File: src/pirq_consts.svh
// Purpose: offsets, field positions, reset values and counts for pirq
// Assumes: 32-bit APB, one word per register
// Notes: included by bare name
//
// What this block does
// - four priority levels for all requests
// - thirteen sources, each with own vector
// - private enable bit per source, two registers
// - global enable bit blocks every source
// - two priority bits per source, high/low
// - preempt only by strictly higher level
// - top level service blocks all vectoring
// - higher level wins among simultaneous requests
// - equal levels resolved by fixed polling order
// - fixed rank order of the thirteen sources
// - fixed vectors, eight byte steps from 0003h
// - serial tx/rx share line, enable, vector
// - listed sources wake core from power-down
// - level mode flag follows low pin
// - edge mode flag set on high-then-low samples
// - edge flag cleared when core vectors
// - bus request is OR of attention flags
`ifndef PIRQ_CONSTS_SVH
`define PIRQ_CONSTS_SVH

// ----------------------------------------------------------------
// register byte offsets
// ----------------------------------------------------------------
`define PIRQ_OFF_EN_A 8'h00
`define PIRQ_OFF_EN_B 8'h04
`define PIRQ_OFF_PLO_A 8'h08
`define PIRQ_OFF_PHI_A 8'h0C
`define PIRQ_OFF_PLO_B 8'h10
`define PIRQ_OFF_PHI_B 8'h14
`define PIRQ_OFF_TRIG 8'h18
`define PIRQ_OFF_STATE 8'h1C
`define PIRQ_OFF_VECT 8'h20
`define PIRQ_OFF_EVT_ST 8'h24
`define PIRQ_OFF_EVT_CLR 8'h28
`define PIRQ_OFF_EVT_EN 8'h2C

// ----------------------------------------------------------------
// fields and reset values
// ----------------------------------------------------------------
`define PIRQ_GLOBAL_BIT 7
`define PIRQ_REG_RESET 8'h00
`define PIRQ_SLOT_MASK 16'hB77F
`define PIRQ_WAKE_MASK 16'h3665
`define PIRQ_NUM_SRC 13
`define PIRQ_NUM_LEVELS 4
// slots in rank order, first rank in the low nibble
`define PIRQ_RANK_ORDER 52'hF_4A3D_92C8_1650
// vector step index per slot, slot 0 in the low nibble
`define PIRQ_VEC_INDEX 64'hE0CB_0876_0A54_3210
`define PIRQ_VEC_BASE 16'h0003
`define PIRQ_MC_CLOCKS 6
`define PIRQ_EVT_BITS 4

`endif

File: src/pirq_pkg.sv
// Purpose: shared types of the interrupt controller
// Assumes: nothing
// Notes: slot n is bit n of {enable_reg_b, enable_reg_a}
package pirq_pkg;
	typedef logic [15:0] pirq_vec_t;
	typedef logic [1:0] pirq_level_t;
	typedef logic [3:0] pirq_slot_t;
endpackage : pirq_pkg

File: src/pirq_arb_if.sv
// Purpose: carrier between controller and arbiter
// Assumes: combinational arbiter
// Notes: none
`timescale 1ns/10ps
`default_nettype none
interface pirq_arb_if;
	pirq_pkg::pirq_vec_t req;
	pirq_pkg::pirq_vec_t lvl_hi;
	pirq_pkg::pirq_vec_t lvl_lo;
	logic cur_active;
	pirq_pkg::pirq_level_t cur_level;
	logic win_valid;
	pirq_pkg::pirq_slot_t win_slot;
	pirq_pkg::pirq_level_t win_level;
	modport arb (input req, lvl_hi, lvl_lo, cur_active, cur_level,
		output win_valid, win_slot, win_level);
	modport ctl (output req, lvl_hi, lvl_lo, cur_active, cur_level,
		input win_valid, win_slot, win_level);
endinterface : pirq_arb_if
`default_nettype wire

File: src/pirq_arbiter.sv
// Purpose: pick the winning request by level, then by rank
// Assumes: req already gated by enables
// Notes: purely combinational
`timescale 1ns/10ps
`include "pirq_consts.svh"
`default_nettype none
module pirq_arbiter (
	pirq_arb_if.arb a
);
	function automatic pirq_pkg::pirq_slot_t rank_slot(input int k);
		logic [51:0] order;
		order = `PIRQ_RANK_ORDER;
		rank_slot = order[k*4 +: 4];
	endfunction : rank_slot

	pirq_pkg::pirq_level_t max_lvl;
	pirq_pkg::pirq_level_t lvl;
	pirq_pkg::pirq_slot_t s;
	logic any;

	always_comb begin
		max_lvl = 2'b00;
		any = 1'b0;
		win_scan_init: begin
			a.win_slot = 4'h0;
		end
		// highest requested level first
		for (int i = 0; i < 16; i++) begin
			lvl = {a.lvl_hi[i], a.lvl_lo[i]};
			if (a.req[i] && (!any || lvl > max_lvl)) begin
				max_lvl = lvl;
				any = 1'b1;
			end
		end
		// walk ranks backwards so the first rank is written last
		for (int k = `PIRQ_NUM_SRC - 1; k >= 0; k--) begin
			s = rank_slot(k);
			lvl = {a.lvl_hi[s], a.lvl_lo[s]};
			if (a.req[s] && lvl == max_lvl) begin
				a.win_slot = s;
			end
		end
		a.win_level = max_lvl;
		// nothing at or below the active level may preempt
		a.win_valid = any && (!a.cur_active || max_lvl > a.cur_level);
	end
endmodule : pirq_arbiter
`default_nettype wire

File: src/pirq_ctrl.sv
// Purpose: four-level prioritized interrupt controller, APB registers
// Assumes: core_ack and core_reti are one-cycle pulses on clock
// Notes: outputs are registered; pin inputs pass four flops
`timescale 1ns/10ps
`include "pirq_consts.svh"
`default_nettype none
module pirq_ctrl #(
	parameter int MC_CLOCKS = `PIRQ_MC_CLOCKS
) (
	input wire logic clock,
	input wire logic rst,
	input wire logic psel,
	input wire logic penable,
	input wire logic pwrite,
	input wire logic [7:0] paddr,
	input wire logic [31:0] pwdata,
	output logic [31:0] prdata,
	output logic pready,
	output logic pslverr,
	input wire logic ext0_pin_n,
	input wire logic ext1_pin_n,
	input wire logic timer_zero_overflow_flag,
	input wire logic timer_one_overflow_flag,
	input wire logic serial_tx_done_flag,
	input wire logic serial_rx_done_flag,
	input wire logic brownout_flag,
	input wire logic bus_data_ready_flag,
	input wire logic bus_arb_loss_flag,
	input wire logic bus_start_flag,
	input wire logic bus_stop_flag,
	input wire logic keypad_flag,
	input wire logic comparator_one_flag,
	input wire logic comparator_two_flag,
	input wire logic watchdog_overflow_flag,
	input wire logic converter_done_flag,
	input wire logic bus_timeout_flag,
	input wire logic core_ack,
	input wire logic core_reti,
	output logic irq_req,
	output logic [15:0] irq_vector,
	output logic [1:0] irq_level,
	output logic wake,
	output logic ext0_request_flag,
	output logic ext1_request_flag,
	output logic evt_irq
);
	generate
		if (MC_CLOCKS < 1 || MC_CLOCKS > 255) begin : g_bad_mc
			$error("pirq_ctrl: MC_CLOCKS must be 1..255");
		end
	endgenerate

	// ----------------------------------------------------------------
	// pin synchronisers
	// ----------------------------------------------------------------
	logic [1:0] pin_raw;
	logic [1:0] pin_s1_q, pin_s2_q, pin_s3_q, pin_filt_q;
	assign pin_raw = {ext1_pin_n, ext0_pin_n};

	genvar g;
	generate
		for (g = 0; g < 2; g++) begin : g_sync
			always_ff @(posedge clock or posedge rst) begin
				if (rst) begin
					pin_s1_q[g] <= 1'b1;
					pin_s2_q[g] <= 1'b1;
					pin_s3_q[g] <= 1'b1;
					pin_filt_q[g] <= 1'b1;
				end else begin
					pin_s1_q[g] <= pin_raw[g];
					pin_s2_q[g] <= pin_s1_q[g];
					pin_s3_q[g] <= pin_s2_q[g];
					// a change counts once two stages agree
					if (pin_s2_q[g] == pin_s3_q[g]) begin
						pin_filt_q[g] <= pin_s3_q[g];
					end
				end
			end
		end
	endgenerate

	// ----------------------------------------------------------------
	// registers and state
	// ----------------------------------------------------------------
	logic [7:0] mc_cnt_q, mc_cnt_d;
	logic mc_tick_q, mc_tick_d;
	logic [7:0] en_a_q, en_a_d, en_b_q, en_b_d;
	logic [7:0] plo_a_q, plo_a_d, phi_a_q, phi_a_d;
	logic [7:0] plo_b_q, plo_b_d, phi_b_q, phi_b_d;
	logic [1:0] trig_q, trig_d;
	logic [1:0] samp_q, samp_d;
	logic [1:0] xflag_q, xflag_d;
	pirq_pkg::pirq_vec_t req_q, req_d;
	logic [3:0] insvc_q, insvc_d;
	logic irq_req_q, irq_req_d;
	pirq_pkg::pirq_slot_t slot_q, slot_d;
	logic [15:0] vec_q, vec_d;
	pirq_pkg::pirq_level_t lvl_q, lvl_d;
	logic wake_q, wake_d;
	logic [3:0] evt_st_q, evt_st_d, evt_en_q, evt_en_d;
	logic evt_irq_q, evt_irq_d;
	logic [31:0] prdata_q, prdata_d;
	logic pready_q, pready_d, pslverr_q, pslverr_d;

	pirq_arb_if arb_bus ();
	pirq_arbiter u_arb (
		.a(arb_bus)
	);

	function automatic logic [15:0] vector_of(input pirq_pkg::pirq_slot_t s);
		logic [63:0] tab;
		logic [3:0] idx;
		tab = `PIRQ_VEC_INDEX;
		idx = tab[s*4 +: 4];
		vector_of = `PIRQ_VEC_BASE + {9'h000, idx, 3'b000};
	endfunction : vector_of

	function automatic logic [2:0] top_level(input logic [3:0] m);
		// bit 2 flags "something in service", low bits give the level
		top_level = m[3] ? 3'b111 : m[2] ? 3'b110 : m[1] ? 3'b101 :
			m[0] ? 3'b100 : 3'b000;
	endfunction : top_level

	function automatic logic mapped(input logic [7:0] a);
		mapped = (a <= `PIRQ_OFF_EVT_EN) && (a[1:0] == 2'b00);
	endfunction : mapped

	// ----------------------------------------------------------------
	// next state
	// ----------------------------------------------------------------
	logic [2:0] top;
	logic wr, rd;
	pirq_pkg::pirq_vec_t raw, enabled, en_all;
	logic [3:0] evt_set;
	logic [2:0] rtop;

	always_comb begin
		mc_cnt_d = mc_cnt_q;
		mc_tick_d = 1'b0;
		en_a_d = en_a_q;
		en_b_d = en_b_q;
		plo_a_d = plo_a_q;
		phi_a_d = phi_a_q;
		plo_b_d = plo_b_q;
		phi_b_d = phi_b_q;
		trig_d = trig_q;
		samp_d = samp_q;
		xflag_d = xflag_q;
		req_d = req_q;
		insvc_d = insvc_q;
		irq_req_d = irq_req_q;
		slot_d = slot_q;
		vec_d = vec_q;
		lvl_d = lvl_q;
		evt_st_d = evt_st_q;
		evt_en_d = evt_en_q;
		evt_set = 4'h0;
		rtop = 3'b000;
		prdata_d = prdata_q;
		pslverr_d = pslverr_q;
		wr = psel && penable && pready_q && pwrite;
		rd = psel && penable && !pready_q && !pwrite;
		pready_d = psel && penable && !pready_q;

		// machine cycle divider
		if (mc_cnt_q == 8'(MC_CLOCKS - 1)) begin
			mc_cnt_d = 8'h00;
			mc_tick_d = 1'b1;
		end else begin
			mc_cnt_d = mc_cnt_q + 8'h01;
		end

		// external request flags
		if (mc_tick_q) begin
			samp_d = pin_filt_q;
		end
		for (int i = 0; i < 2; i++) begin
			if (!trig_q[i]) begin
				xflag_d[i] = !pin_filt_q[i];
			end else begin
				if (core_ack && irq_req_q && slot_q == 4'(2 * i)) begin
					xflag_d[i] = 1'b0;
				end
				if (mc_tick_q && samp_q[i] && !pin_filt_q[i]) begin
					xflag_d[i] = 1'b1;
				end
			end
		end

		// request lines by slot
		raw = 16'h0000;
		raw[0] = xflag_q[0];
		raw[1] = timer_zero_overflow_flag;
		raw[2] = xflag_q[1];
		raw[3] = timer_one_overflow_flag;
		raw[4] = serial_tx_done_flag || serial_rx_done_flag;
		raw[5] = brownout_flag;
		raw[6] = watchdog_overflow_flag;
		raw[8] = bus_data_ready_flag || bus_arb_loss_flag ||
			bus_start_flag || bus_stop_flag;
		raw[9] = keypad_flag;
		raw[10] = comparator_two_flag;
		raw[12] = converter_done_flag;
		raw[13] = comparator_one_flag;
		raw[15] = bus_timeout_flag;
		en_all = {en_b_q, en_a_q} & `PIRQ_SLOT_MASK;
		enabled = raw & en_all & {16{en_a_q[`PIRQ_GLOBAL_BIT]}};
		wake_d = |(enabled & `PIRQ_WAKE_MASK);
		if (mc_tick_q) begin
			req_d = enabled;
		end

		// in-service stack, release on return first
		if (core_reti) begin
			rtop = top_level(insvc_q);
			if (rtop[2]) begin
				insvc_d[rtop[1:0]] = 1'b0;
			end
			evt_set[1] = 1'b1;
		end
		if (core_ack && irq_req_q) begin
			insvc_d[lvl_q] = 1'b1;
			irq_req_d = 1'b0;
			evt_set[0] = 1'b1;
			evt_set[2] = |insvc_q;
		end else if (mc_tick_q) begin
			irq_req_d = arb_bus.win_valid;
			slot_d = arb_bus.win_slot;
			vec_d = vector_of(arb_bus.win_slot);
			lvl_d = arb_bus.win_level;
		end
		evt_set[3] = wake_d && !wake_q;

		// bus writes
		if (wr) begin
			case (paddr)
				`PIRQ_OFF_EN_A: en_a_d = pwdata[7:0];
				`PIRQ_OFF_EN_B: en_b_d = pwdata[7:0];
				`PIRQ_OFF_PLO_A: plo_a_d = pwdata[7:0];
				`PIRQ_OFF_PHI_A: phi_a_d = pwdata[7:0];
				`PIRQ_OFF_PLO_B: plo_b_d = pwdata[7:0];
				`PIRQ_OFF_PHI_B: phi_b_d = pwdata[7:0];
				`PIRQ_OFF_TRIG: trig_d = pwdata[1:0];
				`PIRQ_OFF_EVT_CLR: evt_st_d = evt_st_q & ~pwdata[3:0];
				`PIRQ_OFF_EVT_EN: evt_en_d = pwdata[3:0];
				default: ;
			endcase
		end
		// a new event wins over a clear in the same cycle
		evt_st_d = evt_st_d | evt_set;
		evt_irq_d = |(evt_st_d & evt_en_d);

		// bus reads, answered with pready
		if (psel && penable && !pready_q) begin
			pslverr_d = !mapped(paddr);
			prdata_d = 32'h0000_0000;
			if (rd) begin
				case (paddr)
					`PIRQ_OFF_EN_A: prdata_d[7:0] = en_a_q;
					`PIRQ_OFF_EN_B: prdata_d[7:0] = en_b_q;
					`PIRQ_OFF_PLO_A: prdata_d[7:0] = plo_a_q;
					`PIRQ_OFF_PHI_A: prdata_d[7:0] = phi_a_q;
					`PIRQ_OFF_PLO_B: prdata_d[7:0] = plo_b_q;
					`PIRQ_OFF_PHI_B: prdata_d[7:0] = phi_b_q;
					`PIRQ_OFF_TRIG: prdata_d[1:0] = trig_q;
					`PIRQ_OFF_STATE: prdata_d = {req_q, 2'b00, slot_q,
						xflag_q, lvl_q, irq_req_q, wake_q, insvc_q};
					`PIRQ_OFF_VECT: prdata_d[15:0] = vec_q;
					`PIRQ_OFF_EVT_ST: prdata_d[3:0] = evt_st_q;
					`PIRQ_OFF_EVT_EN: prdata_d[3:0] = evt_en_q;
					default: prdata_d = 32'h0000_0000;
				endcase
			end
		end else if (!psel) begin
			pslverr_d = 1'b0;
		end
	end

	// arbiter feed
	always_comb begin
		top = top_level(insvc_q);
		arb_bus.req = req_q;
		arb_bus.lvl_hi = {phi_b_q, phi_a_q};
		arb_bus.lvl_lo = {plo_b_q, plo_a_q};
		arb_bus.cur_active = top[2];
		arb_bus.cur_level = top[1:0];
	end

	// ----------------------------------------------------------------
	// registers
	// ----------------------------------------------------------------
	always_ff @(posedge clock or posedge rst) begin
		if (rst) begin
			mc_cnt_q <= 8'h00;
			mc_tick_q <= 1'b0;
			en_a_q <= `PIRQ_REG_RESET;
			en_b_q <= `PIRQ_REG_RESET;
			plo_a_q <= `PIRQ_REG_RESET;
			phi_a_q <= `PIRQ_REG_RESET;
			plo_b_q <= `PIRQ_REG_RESET;
			phi_b_q <= `PIRQ_REG_RESET;
			trig_q <= 2'b00;
			samp_q <= 2'b11;
			xflag_q <= 2'b00;
			req_q <= 16'h0000;
			insvc_q <= 4'h0;
			irq_req_q <= 1'b0;
			slot_q <= 4'h0;
			vec_q <= 16'h0000;
			lvl_q <= 2'b00;
			wake_q <= 1'b0;
			evt_st_q <= 4'h0;
			evt_en_q <= 4'h0;
			evt_irq_q <= 1'b0;
			prdata_q <= 32'h0000_0000;
			pready_q <= 1'b0;
			pslverr_q <= 1'b0;
		end else begin
			mc_cnt_q <= mc_cnt_d;
			mc_tick_q <= mc_tick_d;
			en_a_q <= en_a_d;
			en_b_q <= en_b_d;
			plo_a_q <= plo_a_d;
			phi_a_q <= phi_a_d;
			plo_b_q <= plo_b_d;
			phi_b_q <= phi_b_d;
			trig_q <= trig_d;
			samp_q <= samp_d;
			xflag_q <= xflag_d;
			req_q <= req_d;
			insvc_q <= insvc_d;
			irq_req_q <= irq_req_d;
			slot_q <= slot_d;
			vec_q <= vec_d;
			lvl_q <= lvl_d;
			wake_q <= wake_d;
			evt_st_q <= evt_st_d;
			evt_en_q <= evt_en_d;
			evt_irq_q <= evt_irq_d;
			prdata_q <= prdata_d;
			pready_q <= pready_d;
			pslverr_q <= pslverr_d;
		end
	end

	assign prdata = prdata_q;
	assign pready = pready_q;
	assign pslverr = pslverr_q;
	assign irq_req = irq_req_q;
	assign irq_vector = vec_q;
	assign irq_level = lvl_q;
	assign wake = wake_q;
	assign ext0_request_flag = xflag_q[0];
	assign ext1_request_flag = xflag_q[1];
	assign evt_irq = evt_irq_q;
endmodule : pirq_ctrl
`default_nettype wire

File: config.mk
export PLATFORM = sky130hd
export DESIGN_NAME = pirq_ctrl
export DESIGN_NICKNAME = d
export VERILOG_FILES = /design/src/pirq_pkg.sv /design/src/pirq_arb_if.sv /design/src/pirq_arbiter.sv /design/src/pirq_ctrl.sv
export VERILOG_INCLUDE_DIRS = /design/src
export SDC_FILE = /design/constraint.sdc
export NUM_CORES = 1
export LEC_CHECK = 0
export BUFFER_PORTS_ARGS = -buffer_cell sky130_fd_sc_hd__buf_2
export CAP_MARGIN = 20
export CELL_PAD_IN_SITES_DETAIL_PLACEMENT = 0
export CELL_PAD_IN_SITES_GLOBAL_PLACEMENT = 2
export CORE_AREA = 2 2 161 163
export CTS_CLUSTER_DIAMETER = 120
export DETAILED_ROUTE_END_ITERATION = 10
export DIE_AREA = 0 0 163 165
export PLACE_DENSITY = 0.73
export SYNTH_ARGS = -nofsm -noshare
export SYNTH_HDL_FRONTEND = slang
export SYNTH_HIERARCHICAL = 1
export SYNTH_SLANG_ARGS = --single-unit
export TNS_END_PERCENT = 30
File: constraint.sdc
create_clock -name clock -period 19.8 [get_ports clock]
set_clock_uncertainty 0.05 [all_clocks]
set_input_delay 3.96 -clock clock [delete_from_list [all_inputs] [get_ports clock]]
set_output_delay 3.96 -clock clock [all_outputs]
set_load 0.01 [all_outputs]
Word-level counts from Yosys, hierarchy flattened

Index checks and enable logic that the tools add are counted.
W data, S select, Z words.

Register bits: 158
Word-level logic and storage cells: 281
Output and inout port bits: 57
Input port bits: 64

$add $sub $neg: 2
Magnitude comparators: 21
Multiplexer cells: 81
Bitwise logic cells: 10
Equal/unequal tests: 31
Shift-type cells: 1
Reduce and logical (&&, ||, !) cells: 102

Operator list:

| operator                  | number |
|---|---|
| $mux W4                   | 20 |
| $shiftx A64 B7 Y4 const A | 1 |
| $logic_and A1 B1 Y1       | 45 |
| $and A16 B16 Y16          | 2 |
| $eq A8 B5 Y1 const B      | 4 |
| $eq A8 B6 Y1 const B      | 4 |
| $gt A2 B2 Y1              | 16 |
| $mux W1                   | 32 |
| $mux W2                   | 16 |
| $mux W32                  | 1 |
| $pmux W4 S8               | 1 |
| $eq A2 B2 Y1              | 13 |
| $logic_not A1 Y1          | 22 |
| $pmux W2 S11              | 1 |
| $logic_or A1 B1 Y1        | 20 |
| $pmux W2 S10              | 1 |
| $eq A8 B3 Y1 const B      | 2 |
| $eq A8 B4 Y1 const B      | 2 |
| $mux W16                  | 1 |
| $pmux W8 S2               | 1 |
| $reduce_and A2 Y1         | 8 |
| $and A4 B4 Y4             | 3 |
| $mux W3                   | 4 |
| $add A2 B7 Y8 const A     | 1 |
| 19 further kinds          | 27 |

Longest topological paths before layout

Depth after elaboration: 78
Gate-level depth with buffers: 118
Mapped depth without buffers: 116

Modules after synthesis

Netlist, hierarchy kept.

By module, submodules not included:

| module       | seq. area each (µm²) | area each (µm²) | instances | cells an instance |
|---|---|---|---|---|
| pirq_ctrl    | 3490.8               | 6459.9          | 1         | 560 |
| pirq_arbiter | 0.0                  | 2244.7          | 1         | 332 |

Worst setup path after synthesis

OpenSTA, ideal clock, no wires.

Path type: register -> register
From: register req_q[0], in the netlist arb_bus.req[0]
To: register vec_q[4], in the netlist irq_vector[4]
Required time: 19667 ps
Library setup time: 83 ps
Slack: 4047 ps
Period minus slack after synthesis: 15753 ps
Path buffers: 2
Arrival time: 15620 ps
Stages on the path, launching flop included: 92
Cells stage by stage: dfrtp_1 buf_6 and2_1 inv_1 ha_1 nand2b_1 a221o_1 a32o_1 inv_1 ha_1 nor2b_1 o311ai_4 o21ai_0 ha_1 nor2b_1 o211a_1 or3_1 o221a_4 [... 56 more ...] nand2_1 o21ai_0 nand2_1 nand2_1 mux2i_1 buf_2 xor2_1 nand3_1 o21ai_0 mux2i_1 nor2b_1 o221ai_1 a21oi_1 inv_1 ha_1 a21oi_1 a21oi_1 o21ai_0

Longest elaborated chain between the ends: 78
Elaborated cells between the ends (all ways): 132
Classes of those cells: add/sub: 1; order compare: 15; eq/ne: 13; shift: 1; mux: 44; reduce/logical: 58

Ends and longest elaborated chain:

| item                                                    | RTL line           | source |
|---|---|---|
| from (decl)                                             | pirq_ctrl.sv:93    | `pirq_pkg::pirq_vec_t req_q, req_d;` |
| from (signal assigned)                                  | pirq_ctrl.sv:330   | `req_q <= req_d;` |
| $mux W2 / $mux W1 (equally long branches)               | pirq_arbiter.sv:30 | `if (a.req[i] && (!any \|\| lvl > max_lvl)) begin` |
| $gt A2 B2 Y1 / $logic_not A1 Y1 (equally long branches) | pirq_arbiter.sv:30 |  |
| $logic_or A1 B1 Y1                                      | pirq_arbiter.sv:30 |  |
| $logic_and A1 B1 Y1                                     | pirq_arbiter.sv:30 |  |
| $mux W2 / $mux W1 (equally long branches)               | pirq_arbiter.sv:30 |  |
| $gt A2 B2 Y1 / $logic_not A1 Y1 (equally long branches) | pirq_arbiter.sv:30 |  |
| $logic_or A1 B1 Y1                                      | pirq_arbiter.sv:30 |  |
| $logic_and A1 B1 Y1                                     | pirq_arbiter.sv:30 |  |
| [... 52 more ...]                                       | --                 |  |
| $mux W2                                                 | pirq_arbiter.sv:30 |  |
| $eq A2 B2 Y1                                            | pirq_arbiter.sv:39 | `if (a.req[s] && lvl == max_lvl) begin` |
| $logic_and A1 B1 Y1                                     | pirq_arbiter.sv:39 |  |
| $mux W4 (12 in a row)                                   | pirq_arbiter.sv:39 |  |
| $mux W4 *                                               | pirq_arbiter.sv:39 |  |
| named net arb_bus.win_slot[1]                           | pirq_arb_if.sv:13  | `pirq_pkg::pirq_slot_t win_slot;` |
| $shiftx A64 B7 Y4 *                                     | pirq_ctrl.sv:114   | `idx = tab[s*4 +: 4];` |
| $add A2 B7 Y8 (no source line) *                        | --                 |  |
| to (signal assigned)                                    | pirq_ctrl.sv:334   | `vec_q <= vec_d;` |
| to (decl)                                               | pirq_ctrl.sv:97    | `logic [15:0] vec_q, vec_d;` |

The timed path passes the listed nets; every way through them passes the cells marked *.
A chain may end at the register's enable or synchronous reset.

Worst setup path in the final report

Ends and elaborated chain as after synthesis.

==> out/metrics.yaml <==
pwr:
  p_per_area_nw_per_um2: 67.55
  clockPowerShare_pct: 48.3
  p_sw_uw: 179.0
  seqPwrFrac_pct: 44.4
  peakVddDrop_v: 0.00005134
  p_int_uw: 496.3
  pwr-share-comb_pct: 7.3
  leakage_nw: 4.575
  switching_share_pct: 26.51
run_status:
  outcome: "finished clean"
cts:
  post_cts_buffers: 0
  clock_sinks: 139
  clock_latency_ps: 420
  cts_root_buf: "clkbuf_16"
  tritoncts: "built"
  cts_buffers: 17
  cts.htree.levels: 4
  path_clk_slew_ps: 70
  max-clock-path-buffers: 2
drt:
  via_per_inst: 5.362
  vias: 7094
  first_pass_iters: 5
  final_antenna_net_count: 0
  drtIter0Drc: 581
  routed_wl_mm: 28.00
  drc: 0
  wl_per_cell_um: 21.17
finish:
  drive_above_1_share_pct: 23.87
  area_delta_synth_final_pct: 14.85
  nets: 1072
  n_fill_cell: 2481
  num_antenna_cells: 0
global_route:
  grtUsageTotal_pct: 21.27
  overflow: 0
  grt_pass1_vias: 6890
  grt_max_degree: 88
  antenna_found_initial: 0
  grt_pass1_wl_mm: 42.65
floorplanning:
  start_util_pct: 34.77
  coreArea_um2: 25040
  pin_count: 121
  die_w_um: 163
  dieArea_um2: 26900
  die_h_um: 165
  num_rows: 58
critical_path:
  rr_startpoint: "arb_bus.req[0]"
  startpoint_type: "register"
  required_ps: 20090
  reg2reg_slack_ps: 1710
  path_class: "register to register"
  crit_top_cell: "ha_1"
  cp_max_fo: 12
  cp-end-kind: "register"
  reg2reg_to: "irq_vector[4]"
  cpMaxStageDelayCell: "dfrtp_2"
  critPathTopFamily: "compound AO/OA/AOI/OAI gates"
  reg2reg_depth: 92
  arrival_ps: 18380
  worst-path-buf-inv: 7
  cp_slowest_stage_delay_ps: 530
sta:
  fin_setup_tns_ps: 0
  period_share_pct: 91.38
  slew_headroom_pct: 46.57
  slew_viol_final: 0
  rsz0062_at_grt: "no"
  tightest_slew_ps: 801.5
  whs_ps: 310.2
  timing.fmax_mhz: 55.27
  hold_viol: 0
  min_period_ps: 18090
  setup-violations-final: 0
hold_path:
  worstHoldStart: "pin_s1_q[0]"
  hold_path_depth: 0
  hold_path.class: "register to register"
  min_to: "pin_s2_q[0]"
yosys:
  synth_ff_type: "dfrtp_1"
  avgSynthCellArea_um2: 9.759
  synthTopCellsByArea: "dfrtp_1 37%, mux2_2 7.4%, nand2_1 4.4%, ha_1 4.0%, dfstp_2 3.0%"
  synth_area_um2: 8705
  ys_ff_latch: 139
  synth-seq-area-share_pct: 40.10
  yosys_warnings: 6
  async_flop_share_pct: 100.0
  synth_top_cell_by_area: "dfrtp_1"
  synth_enable_flop_cells: 0
  synth_top_area_share_pct: 37.08
  netlist-cell-type-count: 94
  syn_inst: 892
placement:
  place_hpwl_mm: 20.77
  portBuffers: 81
  place_congestion: 0.8266
job:
  cap_violations: 0
==> metrics by stage <==
stage / util, % / power, mW / instances / instance area, um^2 / setup WS (ps)
after floorplan: - / 0.3342 / 919 / 8806 / 4047
after global routing: 39.93 / 0.6976 / 1323 / 9997 / 148.4
after detailed placement: 37.52 / 0.3540 / 1291 / 9393 / 1450
final: 39.93 / 0.6753 / 1323 / 9997 / 1707
after global placement: 37.52 / 0.3540 / 1291 / 9393 / 1416
after CTS: 39.87 / 0.6797 / 1323 / 9982 / 1382
==> cell type report <==
type                            instances  area, um^2  share of cell area (%)
Clock inverter                         14       160.2                   1.602
Sequential cell                       139        3492                   34.93
Clock buffer                           18       429.2                   4.293
Inverter                               60       232.7                   2.328
Timing Repair Buffer                   90       473.0                   4.731
Multi-Input combinational cell        672        4797                   47.98
Tap cell                              330       412.9                   4.130
==> flip-flops by register name (all words and copies together) (netlist names), 4 cells and up <==
name and count:
prdata 27, arb_bus.req 13, en_a_q 8, en_b_q 8
mc_cnt_q 8, phi_a_q 8, phi_b_q 8, plo_a_q 8
plo_b_q 8, irq_vector 5, evt_en_q 4, evt_st_q 4
insvc_q 4, slot_q 4
==> layer usage <==
metal | vias up | share of wire, % | global-route usage, %
li1 | 3380 | - | -
met5 | - | 0 | 0
met3 | 19 | 4.8 | 3.566
met2 | 181 | 45 | 33.17
met4 | 0 | 1.2 | 4.948
met1 | 3514 | 49 | 30.80
==> power groups by stage <==
stage	registers (mW)	logic (mW)	clock network (mW)
3_5_place_dp	0.305	0.0493	0
3_3_place_gp	0.305	0.0490	0
5_1_grt	0.301	0.0549	0.342
6_report	0.300	0.0491	0.326
2_1_floorplan	0.302	0.0325	0
4_1_cts	0.300	0.0496	0.330
==> worst register-to-register path: cells and delay by family (launching register included) <==
family,cells,cell delay [ps]
compound gates,38,7210
flops,1,530
simple gates,29,4140
mux,3,980
buf+inv,7,870
fa+ha+maj,14,4060
xor+xnor,1,150
==> kinds of logic (layout without fill, tap and decap cells) <==
logic type	after synthesis	after routing	share of synthesized area [%]
adder cells (fa/ha/maj)	33	33	4.614
flip-flops	139	139	40.10
other	1	28	0.04308
AO/OA/AOI/OAI	221	221	18.53
buffers and inverters	108	182	6.224
multiplexers	87	87	10.97
AND/OR/NAND/NOR	277	277	16.90
XOR/XNOR	26	26	2.616
==> cell usage after synthesis, drive strengths merged, types with 5 or more instances <==
| cell | instances |
|---|---|
| a21oi | 27 |
| a22o | 22 |
| a22oi | 15 |
| a31oi | 8 |
| and2 | 14 |
| and3 | 12 |
| buf | 36 |
| clkbuf | 12 |
| dfrtp | 129 |
| dfstp | 10 |
| ha | 28 |
| inv | 60 |
| maj3 | 5 |
| mux2 | 61 |
| mux2i | 26 |
| nand2 | 106 |
| nand2b | 6 |
| nand3 | 29 |
| nand4 | 9 |
| nor2 | 51 |
| nor2b | 8 |
| nor3 | 9 |
| nor4 | 7 |
| o2111ai | 5 |
| o211ai | 11 |
| o21ai | 52 |
| o22ai | 21 |
| or2 | 6 |
| xnor2 | 13 |
| xor2 | 13 |
==> repair_timing <==
item | 4_1_cts | 5_1_grt
hold buffers | 0 | 0
endpoints found under the setup margin | 0 | 4
resized for setup | 0 | 3
==> how the worst max path moves through the flow <==
stage                         from       endpoint  slack [ps]  depth (start not counted)
floorplan           arb_bus.req[0]  irq_vector[4]        4050                         91
global placement    arb_bus.req[0]  irq_vector[4]        1420                         91
detailed placement  arb_bus.req[0]  irq_vector[4]        1450                         92
CTS                 arb_bus.req[0]  irq_vector[3]        1380                         93
global route        arb_bus.req[0]  irq_vector[3]         150                         96
finish              arb_bus.req[0]  irq_vector[4]        1710                         92
==> cell usage in the layout (no fill, tap or decap), drive strengths merged, types with 14 or more instances in the layout <==
cell type  synthesis  routed
a21oi             27      27
a22o              22      22
a22oi             15      15
and2              14      14
buf               36      90
clkbuf            12      18
conb               1      28
dfrtp            129     129
ha                28      28
inv               60      66
mux2              61      61
mux2i             26      26
nand2            106     106
nand3             29      29
nor2              51      51
o21ai             52      52
o22ai             21      21
Power figures use the tool's default switching activity.
